`config.mk`:
```
export PLATFORM = sky130hd
export DESIGN_NAME = ppc_cmd
export DESIGN_NICKNAME = d
export VERILOG_FILES = /design/src/hw/ppc_pkg.sv /design/src/hw/ppc_chan.sv /design/src/hw/ppc_cmd.sv
export SDC_FILE = /design/constraint.sdc
export NUM_CORES = 1
export LEC_CHECK = 0
export BUFFER_PORTS_ARGS = -buffer_cell sky130_fd_sc_hd__buf_4
export CAP_MARGIN = 25
export CORE_UTILIZATION = 53
export CTS_BUF_LIST = sky130_fd_sc_hd__clkbuf_8
export DETAILED_ROUTE_END_ITERATION = 10
export PLACE_DENSITY = 0.86
export SYNTH_ARGS = -nofsm -noshare
export SYNTH_HDL_FRONTEND = slang
export SYNTH_SLANG_ARGS = --single-unit
```
`constraint.sdc`:
```
create_clock -name clk_sys -period 2.7 [get_ports clk_sys]
set_clock_uncertainty 0.2 [all_clocks]
set_input_delay 0.27 -clock clk_sys [delete_from_list [all_inputs] [get_ports clk_sys]]
set_output_delay 0.27 -clock clk_sys [all_outputs]
set_load 0.005 [all_outputs]
```
`src/hw/ppc_pkg.sv`:
```
// package for the channel power and reset command block
// assumes one four-channel group per instance, registers reached by byte write port
package ppc_pkg;
  localparam logic [7:0] PPC_OFS_POWER_CMD = 8'h19;         // channel_power_command
  localparam logic [7:0] PPC_OFS_RESET_CMD = 8'h1A;         // reset_command
  localparam logic [7:0] PPC_CMD_RESET_VAL = 8'h00;         // trigger bytes reset value
  localparam int         PPC_OFF_LSB       = 4;             // power-off triggers 7..4
  localparam int         PPC_ON_LSB        = 0;             // power-on triggers 3..0
  localparam int         PPC_CLR_ALL_BIT   = 7;             // clear_all_interrupts
  localparam int         PPC_IRQ_REL_BIT   = 6;             // release_irq_pin_only
  localparam int         PPC_SOFT_RST_BIT  = 4;             // global_soft_reset
  localparam int         PPC_FORCE_LSB     = 0;             // chan_force_off 3..0
  localparam logic [7:0] PPC_POLICE_OFF    = 8'hFF;         // policing byte after turn-off
  localparam int         PPC_CLK_HZ        = 20_000_000;    // clk_sys rate
  localparam int         PPC_CLEAR_MS      = 5;             // longest clear time
  localparam int         PPC_CLEAR_CYC     = PPC_CLK_HZ / 1000 * PPC_CLEAR_MS;
  // operating modes of the group
  typedef enum logic [3:0] {
    PPC_MODE_OFF    = 4'b0001,
    PPC_MODE_MANUAL = 4'b0010,
    PPC_MODE_SEMI   = 4'b0100,
    PPC_MODE_AUTO   = 4'b1000
  } ppc_mode_e;
  // per-channel status supplied by the analog/sequencer side
  typedef struct packed {
    logic cooldown;   // overload, current limit or inrush cool-down running
    logic disconnect; // disconnect event this cycle
    logic det_en;     // discovery_enable_bit
    logic cls_en;     // class_enable_bit
    logic cls_start;  // classification has started in current cycle
    logic cls_done;   // classification finished this cycle
    logic cls_valid;  // detection and class result valid
    logic pwr_ok;     // allocated power suffices
  } ppc_chan_s;
endpackage

```
`src/hw/ppc_chan.sv`:
```
// one channel: turn-on arming and power state
// assumes triggers are single-cycle pulses from the command decoder
`timescale 1ns/1ps
`default_nettype none
module ppc_chan
  import ppc_pkg::*;
(
  input  wire logic      clk_sys,
  input  wire logic      rst,
  input  wire ppc_mode_e mode,
  input  wire ppc_chan_s st,
  input  wire logic      on_trig,   // power-on trigger pulse
  input  wire logic      off_trig,  // power-off or force-off pulse
  output logic           powered,
  output logic           det_kick   // request one detect/class cycle
);
  logic armed;   // one attempt pending
  logic both_en;
  assign both_en = st.det_en & st.cls_en;

  // arm on a trigger; an attempt is spent on any class completion
  always_ff @(posedge clk_sys or posedge rst) begin
    if (rst) begin
      armed <= 1'b0;
    end else if (off_trig || st.cooldown || st.disconnect) begin
      armed <= 1'b0;
    end else if (on_trig && (mode == PPC_MODE_SEMI || mode == PPC_MODE_AUTO)) begin
      armed <= 1'b1;
    end else if (st.cls_done) begin
      armed <= 1'b0;
    end
  end

  // one full cycle is started when enables do not already cycle
  always_ff @(posedge clk_sys or posedge rst) begin
    if (rst) begin
      det_kick <= 1'b0;
    end else begin
      det_kick <= on_trig & ~off_trig & ~st.cooldown & ~both_en &
                  (mode == PPC_MODE_SEMI || mode == PPC_MODE_AUTO);
    end
  end

  // power state; off and faults win over any turn-on
  always_ff @(posedge clk_sys or posedge rst) begin
    if (rst) begin
      powered <= 1'b0;
    end else if (off_trig || st.cooldown || st.disconnect || mode == PPC_MODE_OFF) begin
      powered <= 1'b0;
    end else if (on_trig && mode == PPC_MODE_MANUAL) begin
      powered <= 1'b1;
    end else if (st.cls_done && st.cls_valid && st.pwr_ok &&
                 (armed || (mode == PPC_MODE_AUTO && both_en))) begin
      powered <= 1'b1;
    end
  end
endmodule
`default_nettype wire

```
`src/hw/ppc_cmd.sv`:
```
// channel power and reset command registers for one group of four channels
// assumes a byte write/read port from the management link decoder, one clock
// Operation
// RULE1 - power command at 19h except off mode
// RULE2 - bits 7-4 off, 3-0 on triggers
// RULE3 - on and off together means off
// RULE4 - faults and cool-down beat turn-on
// RULE5 - manual mode turns channel on immediately
// RULE6 - semi-auto makes one attempt, no retry
// RULE7 - semi-auto lacking enables runs full cycle
// RULE8 - semi-auto both enables uses next cycle
// RULE9 - early trigger powers right after classification
// RULE10 - auto lacking enables runs one cycle
// RULE11 - auto both enables powers without trigger
// RULE12 - host sets power allocation first
// RULE13 - power-off clears channel state, policing FFh
// RULE14 - clearing touches only channels turned off
// RULE15 - clearing may take up to 5ms
// RULE16 - reset register at 1Ah self-clearing triggers
// RULE17 - bit7 clears events, interrupts, releases pin
// RULE18 - bit6 releases pin only
// RULE19 - bit4 soft reset, supply flags keep tracking
// RULE20 - soft reset preserves listed registers
// RULE21 - soft reset affects only this group
// RULE22 - bits 3-0 force channels off
// RULE23 - force-off clears same, aborts cool-down
// RULE24 - no pin reassert until pending cleared
// RULE25 - host waits 3ms after force-off
// RULE26 - command registers read as zero
// RULE27 - reset bit 5 does nothing
`timescale 1ns/1ps
`default_nettype none
module ppc_cmd
  import ppc_pkg::*;
(
  input  wire logic            clk_sys,
  input  wire logic            rst,
  input  wire logic            wr_en,        // byte write strobe
  input  wire logic            rd_en,        // byte read strobe
  input  wire logic [7:0]      addr,         // command code
  input  wire logic [7:0]      wdata,
  input  wire ppc_mode_e       mode,         // group operating mode
  input  wire ppc_chan_s [3:0] chan_st,      // per-channel status
  input  wire logic            irq_pending,  // any interrupt bit still set
  input  wire logic            irq_event,    // a new interrupt event
  output logic [7:0]           rdata,
  output logic [3:0]           chan_on,      // channel powered
  output logic [3:0]           det_kick,     // start one detect/class cycle
  output logic [3:0]           chan_clear,   // clear channel state, held while clearing
  output logic [3:0]           cooldown_abort,
  output logic [7:0]           police_load,  // value for cleared policing bytes
  output logic                 clr_events,   // clear events and interrupt register
  output logic                 soft_reset,   // restore non-preserved registers
  output logic                 irq_out       // interrupt pin, high when asserted
);
  import ppc_pkg::*;

  localparam logic [22:0] CLR_LAST = 23'(PPC_CLEAR_CYC - 1);

  logic       wr_pwr;             // write to power command
  logic       wr_rst;             // write to reset command
  logic [3:0] on_raw;
  logic [3:0] off_raw;
  logic [3:0] force_raw;
  logic [3:0] next_on;
  logic [3:0] next_off;
  logic [3:0] on_trig;            // registered pulses into channels
  logic [3:0] off_trig;
  logic [3:0] powered;
  logic [3:0] kick;
  logic [22:0] clr_cnt;           // clear window counter
  logic       irq_hold;           // pin held released until pending clears

  // decode writes; off mode ignores the power command entirely
  assign wr_pwr    = wr_en && addr == PPC_OFS_POWER_CMD && mode != PPC_MODE_OFF; // [RULE1]
  assign wr_rst    = wr_en && addr == PPC_OFS_RESET_CMD;                        // [RULE16]
  assign off_raw   = wr_pwr ? wdata[PPC_OFF_LSB +: 4] : 4'h0;                   // [RULE2]
  assign on_raw    = wr_pwr ? wdata[PPC_ON_LSB +: 4] : 4'h0;                    // [RULE2]
  assign force_raw = wr_rst ? wdata[PPC_FORCE_LSB +: 4] : 4'h0;                 // [RULE22]

  // off beats on in the same write; force-off shares the off path
  always_comb begin
    next_off = off_raw | force_raw;                     // [RULE23]
    next_on  = on_raw & ~next_off;                      // [RULE3]
  end

  // trigger pulses, one cycle wide; no state is held in the command bytes
  always_ff @(posedge clk_sys or posedge rst) begin
    if (rst) begin
      on_trig  <= 4'h0;
      off_trig <= 4'h0;
    end else begin
      on_trig  <= next_on;
      off_trig <= next_off;
    end
  end

  // force-off aborts cool-down of just the named channels
  always_ff @(posedge clk_sys or posedge rst) begin
    if (rst) begin
      cooldown_abort <= 4'h0;
    end else begin
      cooldown_abort <= force_raw;                      // [RULE23]
    end
  end

  // per-channel power control
  for (genvar i = 0; i < 4; i++) begin : g_chan
    ppc_chan u_chan (
      .clk_sys  (clk_sys),
      .rst      (rst),
      .mode     (mode),
      .st       (chan_st[i]),
      .on_trig  (on_trig[i]),   // [RULE4] [RULE5] [RULE6] [RULE9] [RULE10] [RULE11]
      .off_trig (off_trig[i]),  // [RULE13]
      .powered  (powered[i]),
      .det_kick (kick[i])       // [RULE7] [RULE8]
    );
  end

  // outputs from flops
  always_ff @(posedge clk_sys or posedge rst) begin
    if (rst) begin
      chan_on  <= 4'h0;
      det_kick <= 4'h0;
    end else begin
      chan_on  <= powered;
      det_kick <= kick;
    end
  end

  // clear window: only channels turned off, held until the window ends;
  // the window is bounded so downstream clearing finishes within it
  always_ff @(posedge clk_sys or posedge rst) begin
    if (rst) begin
      chan_clear <= 4'h0;
      clr_cnt    <= '0;
    end else if (|next_off) begin
      chan_clear <= chan_clear | next_off;              // [RULE14]
      clr_cnt    <= CLR_LAST;                           // [RULE15]
    end else if (clr_cnt != '0) begin
      clr_cnt    <= clr_cnt - 23'd1;
    end else begin
      chan_clear <= 4'h0;
    end
  end

  // policing value loaded into cleared channels
  always_ff @(posedge clk_sys or posedge rst) begin
    if (rst) begin
      police_load <= PPC_POLICE_OFF;
    end else begin
      police_load <= PPC_POLICE_OFF;                    // [RULE13]
    end
  end

  // global actions of the reset register; bit 5 is not decoded
  always_ff @(posedge clk_sys or posedge rst) begin
    if (rst) begin
      clr_events <= 1'b0;
      soft_reset <= 1'b0;
    end else begin
      clr_events <= wr_rst & wdata[PPC_CLR_ALL_BIT];    // [RULE17] [RULE27]
      // only this group's copy; preserved registers and live supply
      // flags are the register file's concern, not gated here
      soft_reset <= wr_rst & wdata[PPC_SOFT_RST_BIT];   // [RULE19] [RULE20] [RULE21]
    end
  end

  // interrupt pin; after a bit 6 release it stays low until nothing is pending
  always_ff @(posedge clk_sys or posedge rst) begin
    if (rst) begin
      irq_hold <= 1'b0;
      irq_out  <= 1'b0;
    end else if (wr_rst && (wdata[PPC_CLR_ALL_BIT] || wdata[PPC_IRQ_REL_BIT])) begin
      irq_hold <= ~wdata[PPC_CLR_ALL_BIT];              // [RULE18]
      irq_out  <= 1'b0;                                 // [RULE17]
    end else if (irq_hold) begin
      irq_hold <= irq_pending;                          // [RULE24]
      irq_out  <= 1'b0;
    end else begin
      irq_out  <= irq_pending | irq_event;
    end
  end

  // both command registers read back zero
  always_ff @(posedge clk_sys or posedge rst) begin
    if (rst) begin
      rdata <= PPC_CMD_RESET_VAL;
    end else if (rd_en) begin
      rdata <= PPC_CMD_RESET_VAL;                       // [RULE26]
    end
  end

  // checks
  property p_off_wins;
    @(posedge clk_sys) disable iff (rst)
      (wr_pwr && wdata[5] && wdata[1]) |-> ##1 !on_trig[1] ##1 !powered[1];
  endproperty
  a_off_wins: assert property (p_off_wins) else $error("on won over off"); // [RULE3]

  property p_off_mode;
    @(posedge clk_sys) disable iff (rst)
      (wr_en && addr == PPC_OFS_POWER_CMD && mode == PPC_MODE_OFF) |-> ##1 on_trig == 4'h0;
  endproperty
  a_off_mode: assert property (p_off_mode) else $error("trigger in off mode"); // [RULE1]

  property p_manual_on;
    @(posedge clk_sys) disable iff (rst)
      (wr_pwr && mode == PPC_MODE_MANUAL && wdata[0] && !wdata[4]
       && !chan_st[0].cooldown && !chan_st[0].disconnect)
      ##1 (mode == PPC_MODE_MANUAL && !chan_st[0].cooldown && !chan_st[0].disconnect)
      |-> ##1 powered[0] ##1 chan_on[0];
  endproperty
  a_manual_on: assert property (p_manual_on) else $error("manual on late"); // [RULE5]

  property p_cooldown;
    @(posedge clk_sys) disable iff (rst)
      chan_st[1].cooldown |=> !powered[1];
  endproperty
  a_cooldown: assert property (p_cooldown) else $error("powered in cooldown"); // [RULE4]

  property p_off_clear;
    @(posedge clk_sys) disable iff (rst)
      (wr_pwr && wdata[5]) |=> chan_clear[1] && clr_cnt == CLR_LAST;
  endproperty
  a_off_clear: assert property (p_off_clear) else $error("clear missing"); // [RULE13]

  property p_only_named;
    @(posedge clk_sys) disable iff (rst)
      (|next_off) |=> ((chan_clear ^ $past(chan_clear)) & ~$past(next_off)) == 4'h0
                      && (chan_clear & $past(next_off)) == $past(next_off);
  endproperty
  a_only_named: assert property (p_only_named) else $error("wrong channel cleared"); // [RULE14]

  property p_release;
    @(posedge clk_sys) disable iff (rst)
      (wr_rst && wdata[PPC_IRQ_REL_BIT]) |=> !irq_out && !clr_events;
  endproperty
  a_release: assert property (p_release) else $error("pin not released"); // [RULE18]

  property p_hold;
    @(posedge clk_sys) disable iff (rst)
      (irq_hold && irq_pending) |=> !irq_out;
  endproperty
  a_hold: assert property (p_hold) else $error("pin reasserted early"); // [RULE24]

  property p_clr_all;
    @(posedge clk_sys) disable iff (rst)
      (wr_rst && wdata[PPC_CLR_ALL_BIT]) |=> clr_events && !irq_out ##1 !clr_events;
  endproperty
  a_clr_all: assert property (p_clr_all) else $error("clear all wrong"); // [RULE17]

  property p_force_abort;
    @(posedge clk_sys) disable iff (rst)
      (wr_rst && wdata[1]) |=> cooldown_abort[1] && off_trig[1];
  endproperty
  a_force_abort: assert property (p_force_abort) else $error("force-off incomplete"); // [RULE23]

  property p_read_zero;
    @(posedge clk_sys) disable iff (rst)
      rd_en |=> rdata == 8'h00;
  endproperty
  a_read_zero: assert property (p_read_zero) else $error("read not zero"); // [RULE26]

  c_manual: cover property (@(posedge clk_sys) disable iff (rst) on_trig[0] ##1 powered[0]);
  c_force: cover property (@(posedge clk_sys) disable iff (rst) cooldown_abort != 4'h0);
  c_soft: cover property (@(posedge clk_sys) disable iff (rst) soft_reset);
endmodule
`default_nettype wire

```
Word level (Yosys, flattened, before mapping)
Cells that the tools add are included.

operators by class
  $add $sub $neg = 1
  equal/unequal tests = 8
  muxes and demuxes = 35
  bitwise gates (word level) = 40
  reduce and logical (&&, ||, !) cells = 57

operators with widths
  cell                                                                   number
  23-bit two-way mux                                                     2
  1-bit logical AND                                                      28
  1-bit two-way mux                                                      28
  3-bit nonzero test                                                     8
  23-bit nonzero test                                                    1
  23-bit by 1-bit subtractor with 23-bit output, second input constant   1
  1-bit bitwise AND                                                      22
  4-bit two-way mux                                                      5
  1-bit logical OR                                                       18
  8-bit by 5-bit equality test with 1-bit output, second input constant  2
  1-bit inverter                                                         13
  4-bit OR                                                               2
  4-bit bitwise AND                                                      1
  4-bit by 1-bit equality test with 1-bit output, second input constant  1
  4-bit by 2-bit equality test with 1-bit output, second input constant  1
  4-bit by 3-bit equality test with 1-bit output, second input constant  1
  4-bit equality test, second input constant                             1
  4-bit by 1-bit != test with 1-bit output, second input constant        1
  4-bit inverter                                                         1
  4-bit OR reduction                                                     1
  2-bit != test, second input constant                                   1
  2-bit nonzero test                                                     1
  1-bit OR                                                               1

word-level totals
  register bits = 63
  input bits = 58
  logic and storage cells = 164

Logic depth before layout (Yosys ltp)
  depth in word-level cells = 7
  gate-level depth with buffers = 8

Hierarchy
A second synthesis with hierarchy kept.

unflattened totals
  cells, all modules = 303
  area total of the unflattened synthesis = 3,093.0 um^2

modules (own cells, without submodules)
  module    instances  cells each  area each (um^2)  seq. area each (um^2)
  ppc_cmd   1          223         2,307.2           1,276.2
  ppc_chan  4          20          196.4             75.1

Worst setup path before layout
No wires, ideal clock.

  kind = register to register
  start = register clr_cnt[0]
  end = register clr_cnt[1]
  setup time = 0.065 ns
  arrival = 2.209 ns
  data required time = 2.435 ns
  path slack = 0.226 ns
  cell stages (with the launch flop) = 9
  path buffers = 1
  period minus slack after synthesis = 2.474 ns
  path through = dfrtp_1 inv_1 ha_1 or3b_2 nor3_2 and3_1 buf_2 mux2_2 nand2_1

on the way
  longest elaborated chain between the ends = 3
  elaborated cells on any way between the ends = 5
  classes of those cells = add/sub: 1; mux: 2; reduce/logical: 2

ends and longest elaborated chain
  element                                        RTL line        RTL
  start: declaration                             ppc_cmd.sv:71   logic [22:0] clr_cnt;
  start signal: assignment                       ppc_cmd.sv:142  clr_cnt <= clr_cnt - 23'd1;
  23-bit by 1-bit subtractor with 23-bit output  ppc_cmd.sv:142
  23-bit two-way mux                             ppc_cmd.sv:141  end else if (clr_cnt != '0) begin
  23-bit two-way mux                             ppc_cmd.sv:138  end else if (|next_off) begin

Parallel ways exist; a longest one is shown, timed or not. The select of a mux whose other input is x is not followed.
A chain may end at the register's enable or synchronous reset.

Final worst setup path
  start = register clr_cnt[0]
  end = register clr_cnt[7]

The elaborated chain is that of the path after synthesis.

==> out/results.tsv <==
metric	value	unit
status	finished clean	
startpoint_type	flop	
hold_depth	3	
drive_gt1_frac	0.282	
min_path_type	in2reg	
slowest_stage	or3b_2	
power_per_cell_area	599	nW/um2
initial_core_util	0.563	
max_stage_delay	500	ps
rows	26	
io_pins	93	
crit_arrival	2390	ps
met1_length	3060	um
ir_worst_vdd	0.000432	V
whs	10.7	ps
cts_tree	done	
dr_wl_met3	413	um
path_max_fanout	8	
synth_area_leaders	dfrtp_1, buf_4, nor2_1	
ant_nets	0	
drcViolationCount	0	
clkTransAtPathRegs	70	ps
fin_total_pwr	2.36	mW
drtIter0Drc	156	
worstSetupPathType	reg2reg	
grt_first_pass_wirelength	12200	um
ys_types	48	
wl_met2	3820	um
grtUsageTotal	0.273	
cts_sinks	63	
max_slew_margin	0.424	
yosysMostFrequentCell	dfrtp_1	
diodes	0	
die_y	76.3	um
io_buffers	71	
cts-hold-fix-buffers	19	
min_period_over_period	0.883	
yosys_warnings	0	
fp.dieArea	5830	um2
rsz0062_at_grt	no	
grt_antenna_before_repair	0	
grt_pass1_vias	2594	
min_period	2380	ps
drv_slew	0	
dp.final_hpwl	4840	um
worst_skew_pair.late_latency	340	ps
coreArea	5200	um2
synthTopCellsByCount	dfrtp_1, nor2_1, nand2_1	
seq_area_frac_synth	0.538	
p_leak	1.80	nW
syn-mean-instance-area	10.5	um2
register_area	1580	um2
clock.fmax	420	MHz
hold_viol	0	
async_flop_share	1.00	
synthCells	280	
tightestPinTransition	852	ps
netlist_area	2930	um2
nets	447	
reg2reg_depth	8	
netlist.area_leader.share	0.538	
grt_max_degree	36	
wirelength	7450	um
multi_input_area	1230	um2
cap_viol_max_count	0	
r2r_start	clr_cnt[0]$_DFFE_PP0P_	
syn_to_final_growth	34.6	%
final_area	3940	um2
grt_overflow	0	
synth_top_area_cell	dfrtp_1	
post_drt_wl_per_cell	16.1	um
critPathLaunch	clr_cnt[0]$_DFFE_PP0P_	
synth_edf_count	0	
fill_cells	354	
min_from	irq_pending	
die_w	76.3	um
firstDrtPassIters	4	
clk_path_buf_depth	2	
ys_ff_latch	63	
post_drt_via_cell_ratio	5.57	
setup_tns	0	ps
cp.required	2710	ps
top_layer	met4	
setup_violations	0	
cts_setup_buffers	0	
cts_resized	0	
cts_made_buffers	9	
num_vias	2578	
end_kind	flop	
gp_congestion	0.852	
dominantRegCellSynth	dfrtp_1	
htreeDepth	3	
place_area	3560	um2
crit_chain	inv_1, ha_1, or3b_2, nor3_2, and3_1, buf_4, or3_1, nand3_1	
cts_root_buffer	clkbuf_8	
-- cell families (layout without fill, tap and decap cells) --
family	count (synthesis)	in the layout	share of synthesized area
AOI/OAI and AO/OA	49	49	0.115
xor gates and xnor gates	15	15	0.0449
adders and majority gates	1	1	0.00427
buffers and inverters	25	124	0.0585
DFF	63	63	0.538
muxes	1	1	0.00384
other	2	16	0.00256
and+or+nand+nor	124	124	0.233
-- flip-flops by register name, summed over array words and instances (netlist names) --
signal and flops:
det_kick 4, irq_hold 1, g_chan.u_chan.det_kick 4, g_chan.u_chan.armed 4, off_trig 4, clr_cnt 23, soft_reset 1, g_chan.u_chan.powered 4
irq_out 1, chan_clear 4, chan_on 4, cooldown_abort 4, clr_events 1, on_trig 4
-- layout by cell type (no fill, tap or decap), types with 5 or more instances in the layout --
cell,n
and3_1,6
clkbuf_8,9
nand2_1,19
and2_1,8
nor2_1,29
nand2b_1,5
xnor2_1,10
a31oi_1,9
a21oi_1,9
nor3_1,11
nand3_1,10
dfrtp_1,63
conb_1,16
o21ai_0,8
a2111oi_0,6
buf_4,84
xor2_1,5
or3_1,6
dlygate4sd3_1,19
-- routing by layer --
layer | track usage | vias up
met2 | 0.464 | 95
met3 | 0.0647 | 15
li1 | - | 1191
met4 | 0.112 | 0
met1 | 0.334 | 1277
met5 | 0 | -
-- path summary, 6_finish.rpt --
check / slack [ps] / to
max: 320 / clr_cnt[7]$_DFFE_PP0P_
min: 10 / irq_hold$_DFF_PP0_
max reg2reg: 320 / clr_cnt[7]$_DFFE_PP0P_
min reg2reg: 150 / det_kick[3]$_DFF_PP0_
max in group asynchronous: 1330 / clr_cnt[22]$_DFFE_PP0P_
min in group asynchronous: 370 / det_kick[3]$_DFF_PP0_
-- cell type report --
class / count / share of cell area
multi-input combinational: 206 / 0.313
sequential: 63 / 0.400
inverter: 4 / 0.00381
timing repair buffer: 104 / 0.213
clock inverter: 7 / 0.0165
tap: 70 / 0.0222
clock buffer: 9 / 0.0314
-- stage by stage --
stage / std cells / util / setup slack, ps
2_1_floorplan: 294 / - / 226
3_3_place_gp: 428 / 0.685 / 189
3_5_place_dp: 428 / 0.685 / 135
4_1_cts: 463 / 0.757 / 317
5_1_grt: 463 / 0.757 / 206
6_report: 463 / 0.757 / 317
-- critical path: cells and delay by family, from the launching register on --
family / cells / cell delay [ps]
AND/OR/NAND/NOR: 5 / 1180
flip-flops: 1 / 390
buffers and inverters: 2 / 300
adder cells (fa/ha/maj): 1 / 190
-- where the power goes --
part           switching (mW)  internal [mW]
registers               0.111           1.04
clock network           0.374          0.419
logic                   0.191          0.228
total                   0.676           1.69
Note: power is estimated with default switching activity, not from simulation.
